File: src/sdf_pkg.sv
// Constants and carrier types for the serial data format control block.
package sdf_pkg;

	// ------------------------------------------------------------------
	// Register map
	// ------------------------------------------------------------------
	localparam int          SDF_AW       = 6;
	localparam logic [5:0]  SDF_OFS_FMT  = 6'h00;
	localparam logic [5:0]  SDF_OFS_CTL  = 6'h04;
	localparam logic [5:0]  SDF_OFS_STAT = 6'h08;
	localparam logic [5:0]  SDF_OFS_MASK = 6'h0C;
	localparam logic [1:0]  SDF_OKAY     = 2'h0;
	localparam logic [1:0]  SDF_SLVERR   = 2'h2;

	// ------------------------------------------------------------------
	// Field positions
	// ------------------------------------------------------------------
	localparam int SDF_CTL_ENA0  = 0;
	localparam int SDF_CTL_MAST  = 3;
	localparam int SDF_CTL_PORT  = 5;
	localparam int SDF_CTL_IRQ   = 7;
	localparam int SDF_ST_FILL   = 0;
	localparam int SDF_ST_CHECK  = 1;
	localparam int SDF_ST_FAULT  = 4;
	localparam int SDF_ST_RXTHR  = 14;

	// ------------------------------------------------------------------
	// Reset values and timing counts
	// ------------------------------------------------------------------
	localparam logic [31:0] SDF_FMT_RST  = 32'h0000_0030;
	localparam logic [7:0]  SDF_MF_MIN   = 8'h02;

	// Format register fields, most significant first.
	typedef struct packed {
		logic       altBus;
		logic       rxThrIrqEn;
		logic [7:0] mfDelay;
		logic [7:0] txCount;
		logic       txDriveEn;
		logic       fillValue;
		logic       directSelEn;
		logic       directSelVal;
		logic       selCtrl;
		logic       selPortMode;
		logic [1:0] bitOrder;
	} sdf_fmt_t;

	// Mode-fault supervision phases.
	typedef enum logic [1:0] {
		SDF_MF_IDLE  = 2'b00,
		SDF_MF_WAIT  = 2'b01,
		SDF_MF_CHECK = 2'b10
	} sdf_mf_t;

endpackage

File: src/sdf_format_ctrl.sv
// Serial data format control: fill bytes, sampling, select and mode fault.
// Operation
// [RULE1] Alternate-bus select ignored in slave mode.
// [RULE2] Sample mid-cycle, or at cycle end.
// [RULE3] Bit 24 gates threshold status to interrupt.
// [RULE4] Threshold status flag always kept and readable.
// [RULE5] Count link clocks after release before checking.
// [RULE6] Codes 0 to 2 give two clocks.
// [RULE7] Never check before two clocks.
// [RULE8] Delay only when enabled and master.
// [RULE9] Drive count sets fill bytes, zero endless.
// [RULE10] Start fill on enable-while-empty or new empty.
// [RULE11] Fill bit sets constant serial output level.
// [RULE12] Direct select-enable drives output enable.
// [RULE13] Mode fault sets flag, drops to slave.
// [RULE14] Count fill bytes, stop at programmed count.
//
// Register access over AXI4-Lite and the address map were chosen for this implementation.
`timescale 1ns/1ps
module sdf_format_ctrl
	import sdf_pkg::*;
(
	input  wire logic              clk,
	input  wire logic              rst_n,
	input  wire logic [SDF_AW-1:0] s_axi_awaddr,
	input  wire logic              s_axi_awvalid,
	output logic                   s_axi_awready,
	input  wire logic [31:0]       s_axi_wdata,
	input  wire logic [3:0]        s_axi_wstrb,
	input  wire logic              s_axi_wvalid,
	output logic                   s_axi_wready,
	output logic [1:0]             s_axi_bresp,
	output logic                   s_axi_bvalid,
	input  wire logic              s_axi_bready,
	input  wire logic [SDF_AW-1:0] s_axi_araddr,
	input  wire logic              s_axi_arvalid,
	output logic                   s_axi_arready,
	output logic [31:0]            s_axi_rdata,
	output logic [1:0]             s_axi_rresp,
	output logic                   s_axi_rvalid,
	input  wire logic              s_axi_rready,
	input  wire logic              linkClk,
	input  wire logic              selIn,
	input  wire logic              autoSel,
	input  wire logic              txBit,
	input  wire logic              txQueueEmpty,
	input  wire logic              byteDone,
	input  wire logic              rxThrEvent,
	output logic                   selOut,
	output logic                   selOeN,
	output logic                   serOut,
	output logic                   fillDriving,
	output logic                   sampleStrobe,
	output logic                   irq
);

	// ------------------------------------------------------------------
	// State
	// ------------------------------------------------------------------
	typedef struct packed {
		logic              awReady;
		logic              wReady;
		logic              awHeld;
		logic              wHeld;
		logic [SDF_AW-1:0] awAddr;
		logic [31:0]       wData;
		logic [3:0]        wStrb;
		logic              bValid;
		logic [1:0]        bResp;
		logic              arReady;
		logic              rValid;
		logic [31:0]       rData;
		logic [1:0]        rResp;
		sdf_fmt_t          fmt;
		logic [7:0]        ctl;
		logic [31:0]       stat;
		logic [31:0]       mask;
		logic              sclkS1;
		logic              sclkS2;
		logic              sclkS3;
		logic              selS1;
		logic              selS2;
		logic              portEnPrev;
		logic              emptyPrev;
		logic              fillActive;
		logic [7:0]        fillCnt;
		sdf_mf_t           mfPhase;
		logic [7:0]        mfCnt;
		logic              selOut;
		logic              selOeN;
		logic              serOut;
		logic              sample;
		logic              irq;
	} sdf_state_t;

	sdf_state_t q;
	sdf_state_t d;

	// Merges write data into an old word, byte lane by byte lane.
	function automatic logic [31:0] laneMerge(
		input logic [31:0] oldW,
		input logic [31:0] newW,
		input logic [3:0]  strb
	);
		logic [31:0] res;
		res = oldW;
		for (int i = 0; i < 4; i++) begin
			if (strb[i]) begin
				res[i*8 +: 8] = newW[i*8 +: 8];
			end
		end
		return res;
	endfunction

	// ------------------------------------------------------------------
	// Next-state logic
	// ------------------------------------------------------------------
	// All registers, the bus slave and the serial-side logic in one pass.
	always_comb begin
		logic        wrFire;
		logic        sclkRise;
		logic        sclkFall;
		logic        master;
		logic        mfGate;
		logic        portEnRise;
		logic        emptyRise;
		logic        fillStart;
		logic        released;
		logic [7:0]  mfLimit;
		logic [7:0]  cntNext;
		logic [31:0] w1c;
		logic [31:0] gateBits;
		logic [31:0] merged;
		wrFire     = 1'b0;
		sclkRise   = 1'b0;
		sclkFall   = 1'b0;
		master     = 1'b0;
		mfGate     = 1'b0;
		portEnRise = 1'b0;
		emptyRise  = 1'b0;
		fillStart  = 1'b0;
		released   = 1'b0;
		mfLimit    = 8'h00;
		cntNext    = 8'h00;
		w1c        = 32'h0000_0000;
		gateBits   = 32'h0000_0000;
		merged     = 32'h0000_0000;
		d = q;

		// Two flip-flops on the link clock and select pins before any logic looks at them.
		d.sclkS1 = linkClk;
		d.sclkS2 = q.sclkS1;
		d.sclkS3 = q.sclkS2;
		d.selS1  = selIn;
		d.selS2  = q.selS1;
		sclkRise = q.sclkS2 & ~q.sclkS3;
		sclkFall = ~q.sclkS2 & q.sclkS3;

		// Write address and data are taken independently.
		if (s_axi_awvalid && q.awReady) begin
			d.awHeld = 1'b1;
			d.awAddr = s_axi_awaddr;
		end
		if (s_axi_wvalid && q.wReady) begin
			d.wHeld = 1'b1;
			d.wData = s_axi_wdata;
			d.wStrb = s_axi_wstrb;
		end
		if (q.bValid && s_axi_bready) begin
			d.bValid = 1'b0;
		end

		// Register write once both halves are held.
		wrFire = q.awHeld && q.wHeld && !q.bValid;
		if (wrFire) begin
			d.awHeld = 1'b0;
			d.wHeld  = 1'b0;
			d.bValid = 1'b1;
			d.bResp  = SDF_OKAY;
			case (q.awAddr)
				SDF_OFS_FMT: begin
					merged = laneMerge({6'h00, q.fmt}, q.wData, q.wStrb);
					d.fmt  = merged[25:0];
				end
				SDF_OFS_CTL: begin
					merged = laneMerge({24'h0, q.ctl}, q.wData, q.wStrb);
					d.ctl  = merged[7:0] & 8'hA9;
				end
				SDF_OFS_STAT: begin
					w1c = laneMerge(32'h0, q.wData, q.wStrb);
				end
				SDF_OFS_MASK: begin
					d.mask = laneMerge(q.mask, q.wData, q.wStrb)
						& 32'h0000_4010;
				end
				default: begin
					d.bResp = SDF_SLVERR;
				end
			endcase
		end
		d.awReady = !d.awHeld && !d.bValid;
		d.wReady  = !d.wHeld && !d.bValid;

		// Reads answer one cycle after the address is taken.
		if (q.rValid && s_axi_rready) begin
			d.rValid = 1'b0;
		end
		if (s_axi_arvalid && q.arReady) begin
			d.rValid = 1'b1;
			d.rResp  = SDF_OKAY;
			case (s_axi_araddr)
				SDF_OFS_FMT:  d.rData = {6'h00, q.fmt};
				SDF_OFS_CTL:  d.rData = {24'h0, q.ctl};
				SDF_OFS_STAT: d.rData = q.stat;
				SDF_OFS_MASK: d.rData = q.mask;
				default: begin
					d.rData = 32'h0000_0000;
					d.rResp = SDF_SLVERR;
				end
			endcase
		end
		d.arReady = !d.rValid;

		// Software clears first so that a coincident event still sets.
		d.stat = (q.stat & ~w1c) & 32'h0000_4010;
		if (rxThrEvent) begin
			d.stat[SDF_ST_RXTHR] = 1'b1; // [RULE4]
		end

		master = q.ctl[SDF_CTL_MAST];
		mfGate = q.ctl[SDF_CTL_PORT] && q.ctl[SDF_CTL_ENA0] && master;

		// Fill-byte sequencing against the transmit_queue state.
		portEnRise  = q.ctl[SDF_CTL_PORT] & ~q.portEnPrev;
		emptyRise   = txQueueEmpty & ~q.emptyPrev;
		d.portEnPrev = q.ctl[SDF_CTL_PORT];
		d.emptyPrev  = txQueueEmpty;
		fillStart = q.fmt.txDriveEn
			&& ((portEnRise && txQueueEmpty) // [RULE10]
			|| (emptyRise && q.ctl[SDF_CTL_PORT])); // [RULE10]
		cntNext = q.fillCnt + 8'h01;
		if (!q.fmt.txDriveEn || !q.ctl[SDF_CTL_PORT]) begin
			d.fillActive = 1'b0; // [RULE9]
		end else if (q.fillActive && byteDone) begin
			d.fillCnt = cntNext; // [RULE14]
			if (q.fmt.txCount != 8'h00
				&& cntNext == q.fmt.txCount) begin
				d.fillActive = 1'b0; // [RULE9] [RULE14]
			end
		end else if (fillStart && !q.fillActive) begin
			d.fillActive = 1'b1;
			d.fillCnt    = 8'h00;
		end

		// Constant fill level or the shifter's bit on the data line.
		if (d.fillActive || (txQueueEmpty && !master)) begin
			d.serOut = q.fmt.fillValue; // [RULE11]
		end else begin
			d.serOut = txBit;
		end

		// Sampling edge; launch is on the falling link edge.
		if (master && q.fmt.altBus) begin
			d.sample = sclkFall; // [RULE2]
		end else begin
			d.sample = sclkRise; // [RULE1] [RULE2]
		end

		// Select pin drive for each mode combination.
		if (!master) begin
			d.selOut = 1'b1;
			d.selOeN = 1'b1;
		end else if (q.fmt.selCtrl && q.fmt.selPortMode) begin
			d.selOut = q.fmt.directSelVal;
			d.selOeN = q.fmt.directSelEn; // [RULE12]
		end else if (q.fmt.selCtrl) begin
			d.selOut = 1'b0;
			d.selOeN = q.fmt.directSelVal;
		end else if (q.fmt.selPortMode) begin
			d.selOut = autoSel;
			d.selOeN = 1'b0;
		end else begin
			d.selOut = 1'b0;
			d.selOeN = autoSel;
		end

		// Mode-fault supervision after the select driver lets go.
		released = d.selOeN & ~q.selOeN;
		if (q.fmt.mfDelay < SDF_MF_MIN) begin
			mfLimit = SDF_MF_MIN; // [RULE6] [RULE7]
		end else begin
			mfLimit = q.fmt.mfDelay; // [RULE6]
		end
		case (q.mfPhase)
			SDF_MF_IDLE: begin
				if (released && mfGate) begin
					d.mfPhase = SDF_MF_WAIT; // [RULE5]
					d.mfCnt   = 8'h00;
				end
			end
			SDF_MF_WAIT: begin
				if (!mfGate || !q.selOeN) begin
					d.mfPhase = SDF_MF_IDLE; // [RULE8]
				end else if (sclkRise) begin
					d.mfCnt = q.mfCnt + 8'h01; // [RULE5]
					if (q.mfCnt + 8'h01 >= mfLimit) begin
						d.mfPhase = SDF_MF_CHECK; // [RULE7]
					end
				end
			end
			SDF_MF_CHECK: begin
				if (!mfGate || !q.selOeN) begin
					d.mfPhase = SDF_MF_IDLE; // [RULE8]
				end else if (!q.selS2) begin
					d.stat[SDF_ST_FAULT] = 1'b1; // [RULE13]
					d.ctl[SDF_CTL_MAST]  = 1'b0; // [RULE13]
					d.mfPhase = SDF_MF_IDLE;
				end
			end
			default: begin
				d.mfPhase = SDF_MF_IDLE;
			end
		endcase

		// Read-only live bits.
		d.stat[SDF_ST_FILL]  = d.fillActive;
		d.stat[SDF_ST_CHECK] = (d.mfPhase == SDF_MF_CHECK);

		// Enables in the format and control words gate the mask.
		gateBits[SDF_ST_RXTHR] = q.fmt.rxThrIrqEn; // [RULE3]
		gateBits[SDF_ST_FAULT] = q.ctl[SDF_CTL_IRQ]; // [RULE13]
		d.irq = |(d.stat & d.mask & gateBits); // [RULE3]
	end

	// ------------------------------------------------------------------
	// State register
	// ------------------------------------------------------------------
	// Single register bank for the whole block.
	always_ff @(posedge clk or negedge rst_n) begin
		if (!rst_n) begin
			q <= '0;
			q.fmt <= SDF_FMT_RST[25:0]; // [RULE12]
			q.selOut <= 1'b1;
			q.selOeN <= 1'b1;
			q.mfPhase <= SDF_MF_IDLE;
		end else begin
			q <= d;
		end
	end

	// ------------------------------------------------------------------
	// Outputs
	// ------------------------------------------------------------------
	// Every port below is a flip-flop of the state.
	assign s_axi_awready = q.awReady;
	assign s_axi_wready  = q.wReady;
	assign s_axi_bresp   = q.bResp;
	assign s_axi_bvalid  = q.bValid;
	assign s_axi_arready = q.arReady;
	assign s_axi_rdata   = q.rData;
	assign s_axi_rresp   = q.rResp;
	assign s_axi_rvalid  = q.rValid;
	assign selOut        = q.selOut;
	assign selOeN        = q.selOeN;
	assign serOut        = q.serOut;
	assign fillDriving   = q.fillActive;
	assign sampleStrobe  = q.sample;
	assign irq           = q.irq;

endmodule // sdf_format_ctrl

File: config.mk
export PLATFORM = sky130hd
export DESIGN_NAME = sdf_format_ctrl
export DESIGN_NICKNAME = d
export VERILOG_FILES = /design/src/sdf_pkg.sv /design/src/sdf_format_ctrl.sv
export SDC_FILE = /design/constraint.sdc
export NUM_CORES = 1
export LEC_CHECK = 0
export BUFFER_PORTS_ARGS = -buffer_cell sky130_fd_sc_hd__buf_4
export CAP_MARGIN = 5
export CORE_ASPECT_RATIO = 1.4
export CORE_MARGIN = 4
export CORE_UTILIZATION = 52
export CTS_BUF_LIST = sky130_fd_sc_hd__clkbuf_8
export CTS_CLUSTER_SIZE = 14
export DETAILED_ROUTE_END_ITERATION = 10
export GPL_ROUTABILITY_DRIVEN = 1
export GPL_TIMING_DRIVEN = 1
export PLACE_DENSITY = 0.79
export SYNTH_ARGS = -nofsm -noshare
export SYNTH_HDL_FRONTEND = slang
export SYNTH_SLANG_ARGS = --single-unit
export TNS_END_PERCENT = 10
File: constraint.sdc
create_clock -name clk -period 2.3 [get_ports clk]
set_clock_uncertainty 0.15 [all_clocks]
set_input_delay 0.345 -clock clk [delete_from_list [all_inputs] [get_ports clk]]
set_output_delay 0.345 -clock clk [all_outputs]
set_load 0.005 [all_outputs]
# == Word level (Yosys, flattened, before mapping) ==
# Index checks and enable logic that the tools add are counted.
# totals
word_cells,176
register_bits,176
inputBits,62
out_inout_bits,47
# classes
n_eq_ne,13
n_reduce_logical,52
magnitude_cmp,2
bitwise,15
mux,48
add_sub_neg,2
# op_table
op,n
one-hot mux 32 bit (4 select lines),1
two-way mux 32 bit,2
two-way mux 35 bit,1
bitwise AND 15 x 32 -> 32 bit,1
bitwise AND 32 x 15 -> 32 bit,1
OR reduction 32 bit,1
two-way mux 15 bit,2
"== test 6 x 4 -> 1 bit, second input constant",4
two-way mux 8 bit,3
two-way mux 2 bit,11
logical AND 1 bit,21
two-way mux 10 bit,2
two-way mux 9 bit,2
"adder 8 x 1 -> 8 bit, second input constant",2
one-hot mux 8 bit (2 select lines),1
bitwise AND 15 bit,1
two-way mux 1 bit,15
inverter 15 bit,1
AND reduction 3 bit,5
two-way mux 7 bit,2
"== test 6 x 3 -> 1 bit, second input constant",2
zero test 6 bit,2
two-way mux 4 bit,3
zero test 1 bit,11
18 further kinds,35

# == Logic depth before layout (Yosys ltp) ==
# depth
word_depth,12
mapped_depth,10

# == Worst setup path after synthesis ==
# No wires, ideal clock.
# synth_path
path_kind,register to register
start,reg q[15] in the netlist's numbering
end,reg q (netlist bit serOut)
setup_slack_ns,-0.102
period_less_slack_ns,2.402
t_required_ns,2.081
path_stages_with_launch,8
setup_time_ns,0.069
arrival_time_ns,2.183
cell_sequence,dfrtp_1 > ha_1 > xor2_1 > a211oi_2 > a21oi_1 > or4_4 > or4_1 > nand3_1
# synth_rtl
item,line_no,source
start: declaration,sdf_format_ctrl.sv:96,sdf_state_t q;

==> flow_summary_export.csv <==
group,metric,value,unit
status,outcome,"complete, but fails checks",
status,failed_checks,"negative setup slack",
hold_path,min-delay-start,"s_axi_araddr[4]",
cts,clk_pin_slew_worst_paths,0.08,ns
placed_design,port-buffer-count,94,
worst_setup_path,cp.depth,9,
pwr,ir_worst_vdd,0.4747,mV
routing,maxUsedRoutingLayer,"met4",
worst_setup_path,crit_chain,"ha_2, nand3_4, nor2_1, xor2_1, ha_1, o21ai_1, nand2b_1, a31o_2, o2bb2ai_1",
timing,fin_crit,2.352,ns
worst_setup_path,worst_path_dominant_cell_family,"adder cells",
cts,cts_max_level,4,
worst_setup_path,setup.worst_path.class,"register to register",
global_routing,grt_pass1_wl,22430,µm
cts,root_buffer,"clkbuf_8",
routing,wl,14250,µm
hold_path,min_path_cells,4,
placed_design,gp_congestion,0.8275,
yosys,netlist.area_leader.share,54.25,%
die,ios,109,
routing,routedWlPerCell,17.38,µm
timing,whs,0.04890,ns
worst_setup_path,r2r_cells,9,
layout,n_fill_cell,804,
timing,hold_violations,0,
timing,tightest_slew,0.5836,ns
cts,clock-sinks,139,
die,fp.dieW,100.5,µm
routing,drcViolationCount,0,
cts,tritoncts,"done",
layout,fin_util,68.87,%
yosys,syn_area,6227,µm²
pwr,switching_share,28.87,%
hold_path,hold_class,"input pin to register",
layout,syn_to_final_growth,30.08,%
yosys,synth-seq-cells,139,
die,die_h,137.5,µm
routing,via_per_inst,5.482,
worst_setup_path,r2r_end,"q[64]$_DFF_PN0_",
worst_setup_path,start_kind,"register",
timing,grt_setup_unrepaired,"true",
layout,antenna-diode-count,0,
pwr,p_seq_share,47.7,%
layout,seq_area,3485,µm²
yosys,async_reset_ff_share,100.0,%
pwr,p_switching,2.146,mW
cts,numCtsBuffers,17,
pwr,p_leak,3.807,nW
timing,fin_ws,-0.05234,ns
pwr,clockPowerShare,28.4,%
worst_setup_path,critPathArrivalTime,2.52,ns
placed_design,pre_cts_slack,-0.07301,ns
routing,first_pass_iters,6,
cts,clkLatencyLatePin,0.45,ns
layout,regMostFlops,"q",
die,core-area,11760,µm²
pwr,finalPower,7.433,mW
worst_setup_path,path_max_fanout,3,
die,dieArea,13810,µm²
yosys,synthTopCellsByArea,"dfrtp_1 (54%), mux2_2 (13%), buf_4 (4.3%), a22o_1 (3.4%), o21ai_0 (2.5%)",
worst_setup_path,cp_slowest_cell,"dfrtp_1",
yosys,avgSynthCellArea,12.14,µm²
global_routing,antenna_found_initial,0,
global_routing,grt.overflow.total,0,
yosys,synth_edf_count,0,
global_routing,grt_pass1_vias,4678,
routing,ant_nets,0,
worst_setup_path,cp-end-kind,"register",
worst_setup_path,path_buf_inv,0,
routing,drt-met1-wl,5244,µm
layout,largest_register_ffs,95,
yosys,synth_cell_types,57,
global_routing,track_usage,20.98,%
placed_design,dp_hpwl,10030,µm
hold_path,min_to,"s_axi_rdata[0]$_DFFE_PN0P_",
yosys,synthCells,513,
pwr,pwr-share-comb,23.9,%
layout,fin_nets,732,
timing,setup_violations,2,
run,drv_cap,0,
yosys,ys.flop_type,"dfrtp_1",
layout,multiInputGateArea,2519,µm²
routing,wl_met3,572,µm
die,initial_core_util,52.95,%
layout,drive_gt1_share,38.19,%
global_routing,grt_max_degree,57,
die,rows,47,
worst_setup_path,worstPathRequired,2.47,ns
yosys,ys_warn_count,0,
timing,timing.final.crit_share,102.3,%
worst_setup_path,reg2reg_slack,-0.05,ns
layout,layout_common_cells,"dfrtp_1 (134), buf_4 (120), mux2_2 (71)",
timing,finalMaxSlewViolations,0,
routing,routed-wl-met2,8000,µm
yosys,synth_area_leader_cell,"dfrtp_1",
worst_setup_path,r2r-start,"q[6]$_DFFE_PN0P_",
yosys,synth_seq_area_share,55.94,%
pwr,power_density,917.6,nW/µm²
timing,relSlewSlack,60.98,%
pwr,intPower,5.287,mW
cts,cts_buffer_depth,2,
worst_setup_path,cpPeakStageDelay,0.39,ns
routing,drt_iter0_markers,220,
routing,routed-via-count,4495,
timing,max_freq,425.1,MHz
layout,mostFrequentLayoutCell,"dfrtp_1",
[worst reg2reg max path: cells and delay by family, from the launching register on]
family | cells | cell delay (ns)
xor gates and xnor gates | 1 | 0.31
DFF | 1 | 0.39
adders and majority gates | 2 | 0.53
AOI/OAI and AO/OA | 3 | 0.51
and+or+nand+nor | 3 | 0.35
[routing by layer]
metal	global-route usage (%)	up-vias
met5	0	-
met4	9.438	0
met3	4.661	37
met2	38.46	131
met1	22.89	2251
li1	-	2076
[timing repair]
item                                   CTS  global route
setup endpoints to repair                4             5
setup buffers                            0             4
hold buffers                            45             0
gates resized for setup                  4            18
pin swaps                                2             6
endpoints found under the hold margin   95             0
[cell type report]
cell class / count / share of cell area [%]
Sequential cell: 139 / 43.02
Multi-Input combinational cell: 317 / 31.09
Timing Repair Buffer: 169 / 17.56
Clock inverter: 11 / 1.745
Tap cell: 147 / 2.271
Clock buffer: 21 / 3.568
Inverter: 16 / 0.7414
[Yosys cell counts (5+ instances only)]
| master | count |
|---|---|
| buf_4 | 36 |
| ha_1 | 10 |
| nand2b_1 | 5 |
| nor2b_1 | 6 |
| nand2_1 | 36 |
| o21ai_0 | 31 |
| mux2i_1 | 6 |
| clkbuf_1 | 9 |
| a21oi_1 | 8 |
| o31ai_1 | 5 |
| and2_1 | 5 |
| nand3_1 | 13 |
| mux2_2 | 71 |
| inv_1 | 16 |
| xnor2_1 | 7 |
| xor2_1 | 7 |
| a22o_1 | 24 |
| dfrtp_1 | 135 |
| nor2_1 | 17 |
[power groups by stage]
| stage | combinational [mW] | sequential (mW) | clock [mW] |
|---|---|---|---|
| detailed placement | 1.66 | 3.59 | 0 |
| CTS | 1.75 | 3.54 | 2.15 |
| floorplan | 1.15 | 3.41 | 0 |
| finish | 1.78 | 3.55 | 2.11 |
| global route | 1.97 | 3.62 | 2.24 |
| global placement | 1.56 | 3.54 | 0 |
[stage by stage]
stage | cells | instance area, µm² | setup TNS, ns
4_1_cts | 816 | 7963 | 0
6_report | 820 | 8100 | -0.09610
2_1_floorplan | 520 | 6267 | 0
3_5_place_dp | 739 | 7068 | -0.2130
5_1_grt | 820 | 8100 | -0.4720
3_3_place_gp | 739 | 7068 | 0
[cell families (layout without fill, tap and decap cells)]
logic type,after synthesis,after routing,share of synthesized area [%]
flip-flops,139,139,55.94
adder cells (fa/ha/maj),10,10,2.009
AND/OR/NAND/NOR,113,113,9.303
AO/OA/AOI/OAI,94,94,10.37
XOR/XNOR,14,14,1.969
buffers and inverters,64,217,6.188
other,1,8,0.06022
multiplexers,78,78,14.17
[how the worst max path moves through the flow]
stage               slack (ns)              start          endpoint
floorplan                0.002  q[15]$_DFFE_PN0P_  serOut$_DFF_PN0_
global placement          0.03  q[15]$_DFFE_PN0P_  serOut$_DFF_PN0_
detailed placement       -0.07   q[6]$_DFFE_PN0P_   q[64]$_DFF_PN0_
CTS                      0.005   q[6]$_DFFE_PN0P_   q[64]$_DFF_PN0_
global route             -0.17   q[5]$_DFFE_PN0P_   q[64]$_DFF_PN0_
finish                   -0.05   q[6]$_DFFE_PN0P_   q[64]$_DFF_PN0_
No activity file was read; power rests on OpenSTA's default activity.
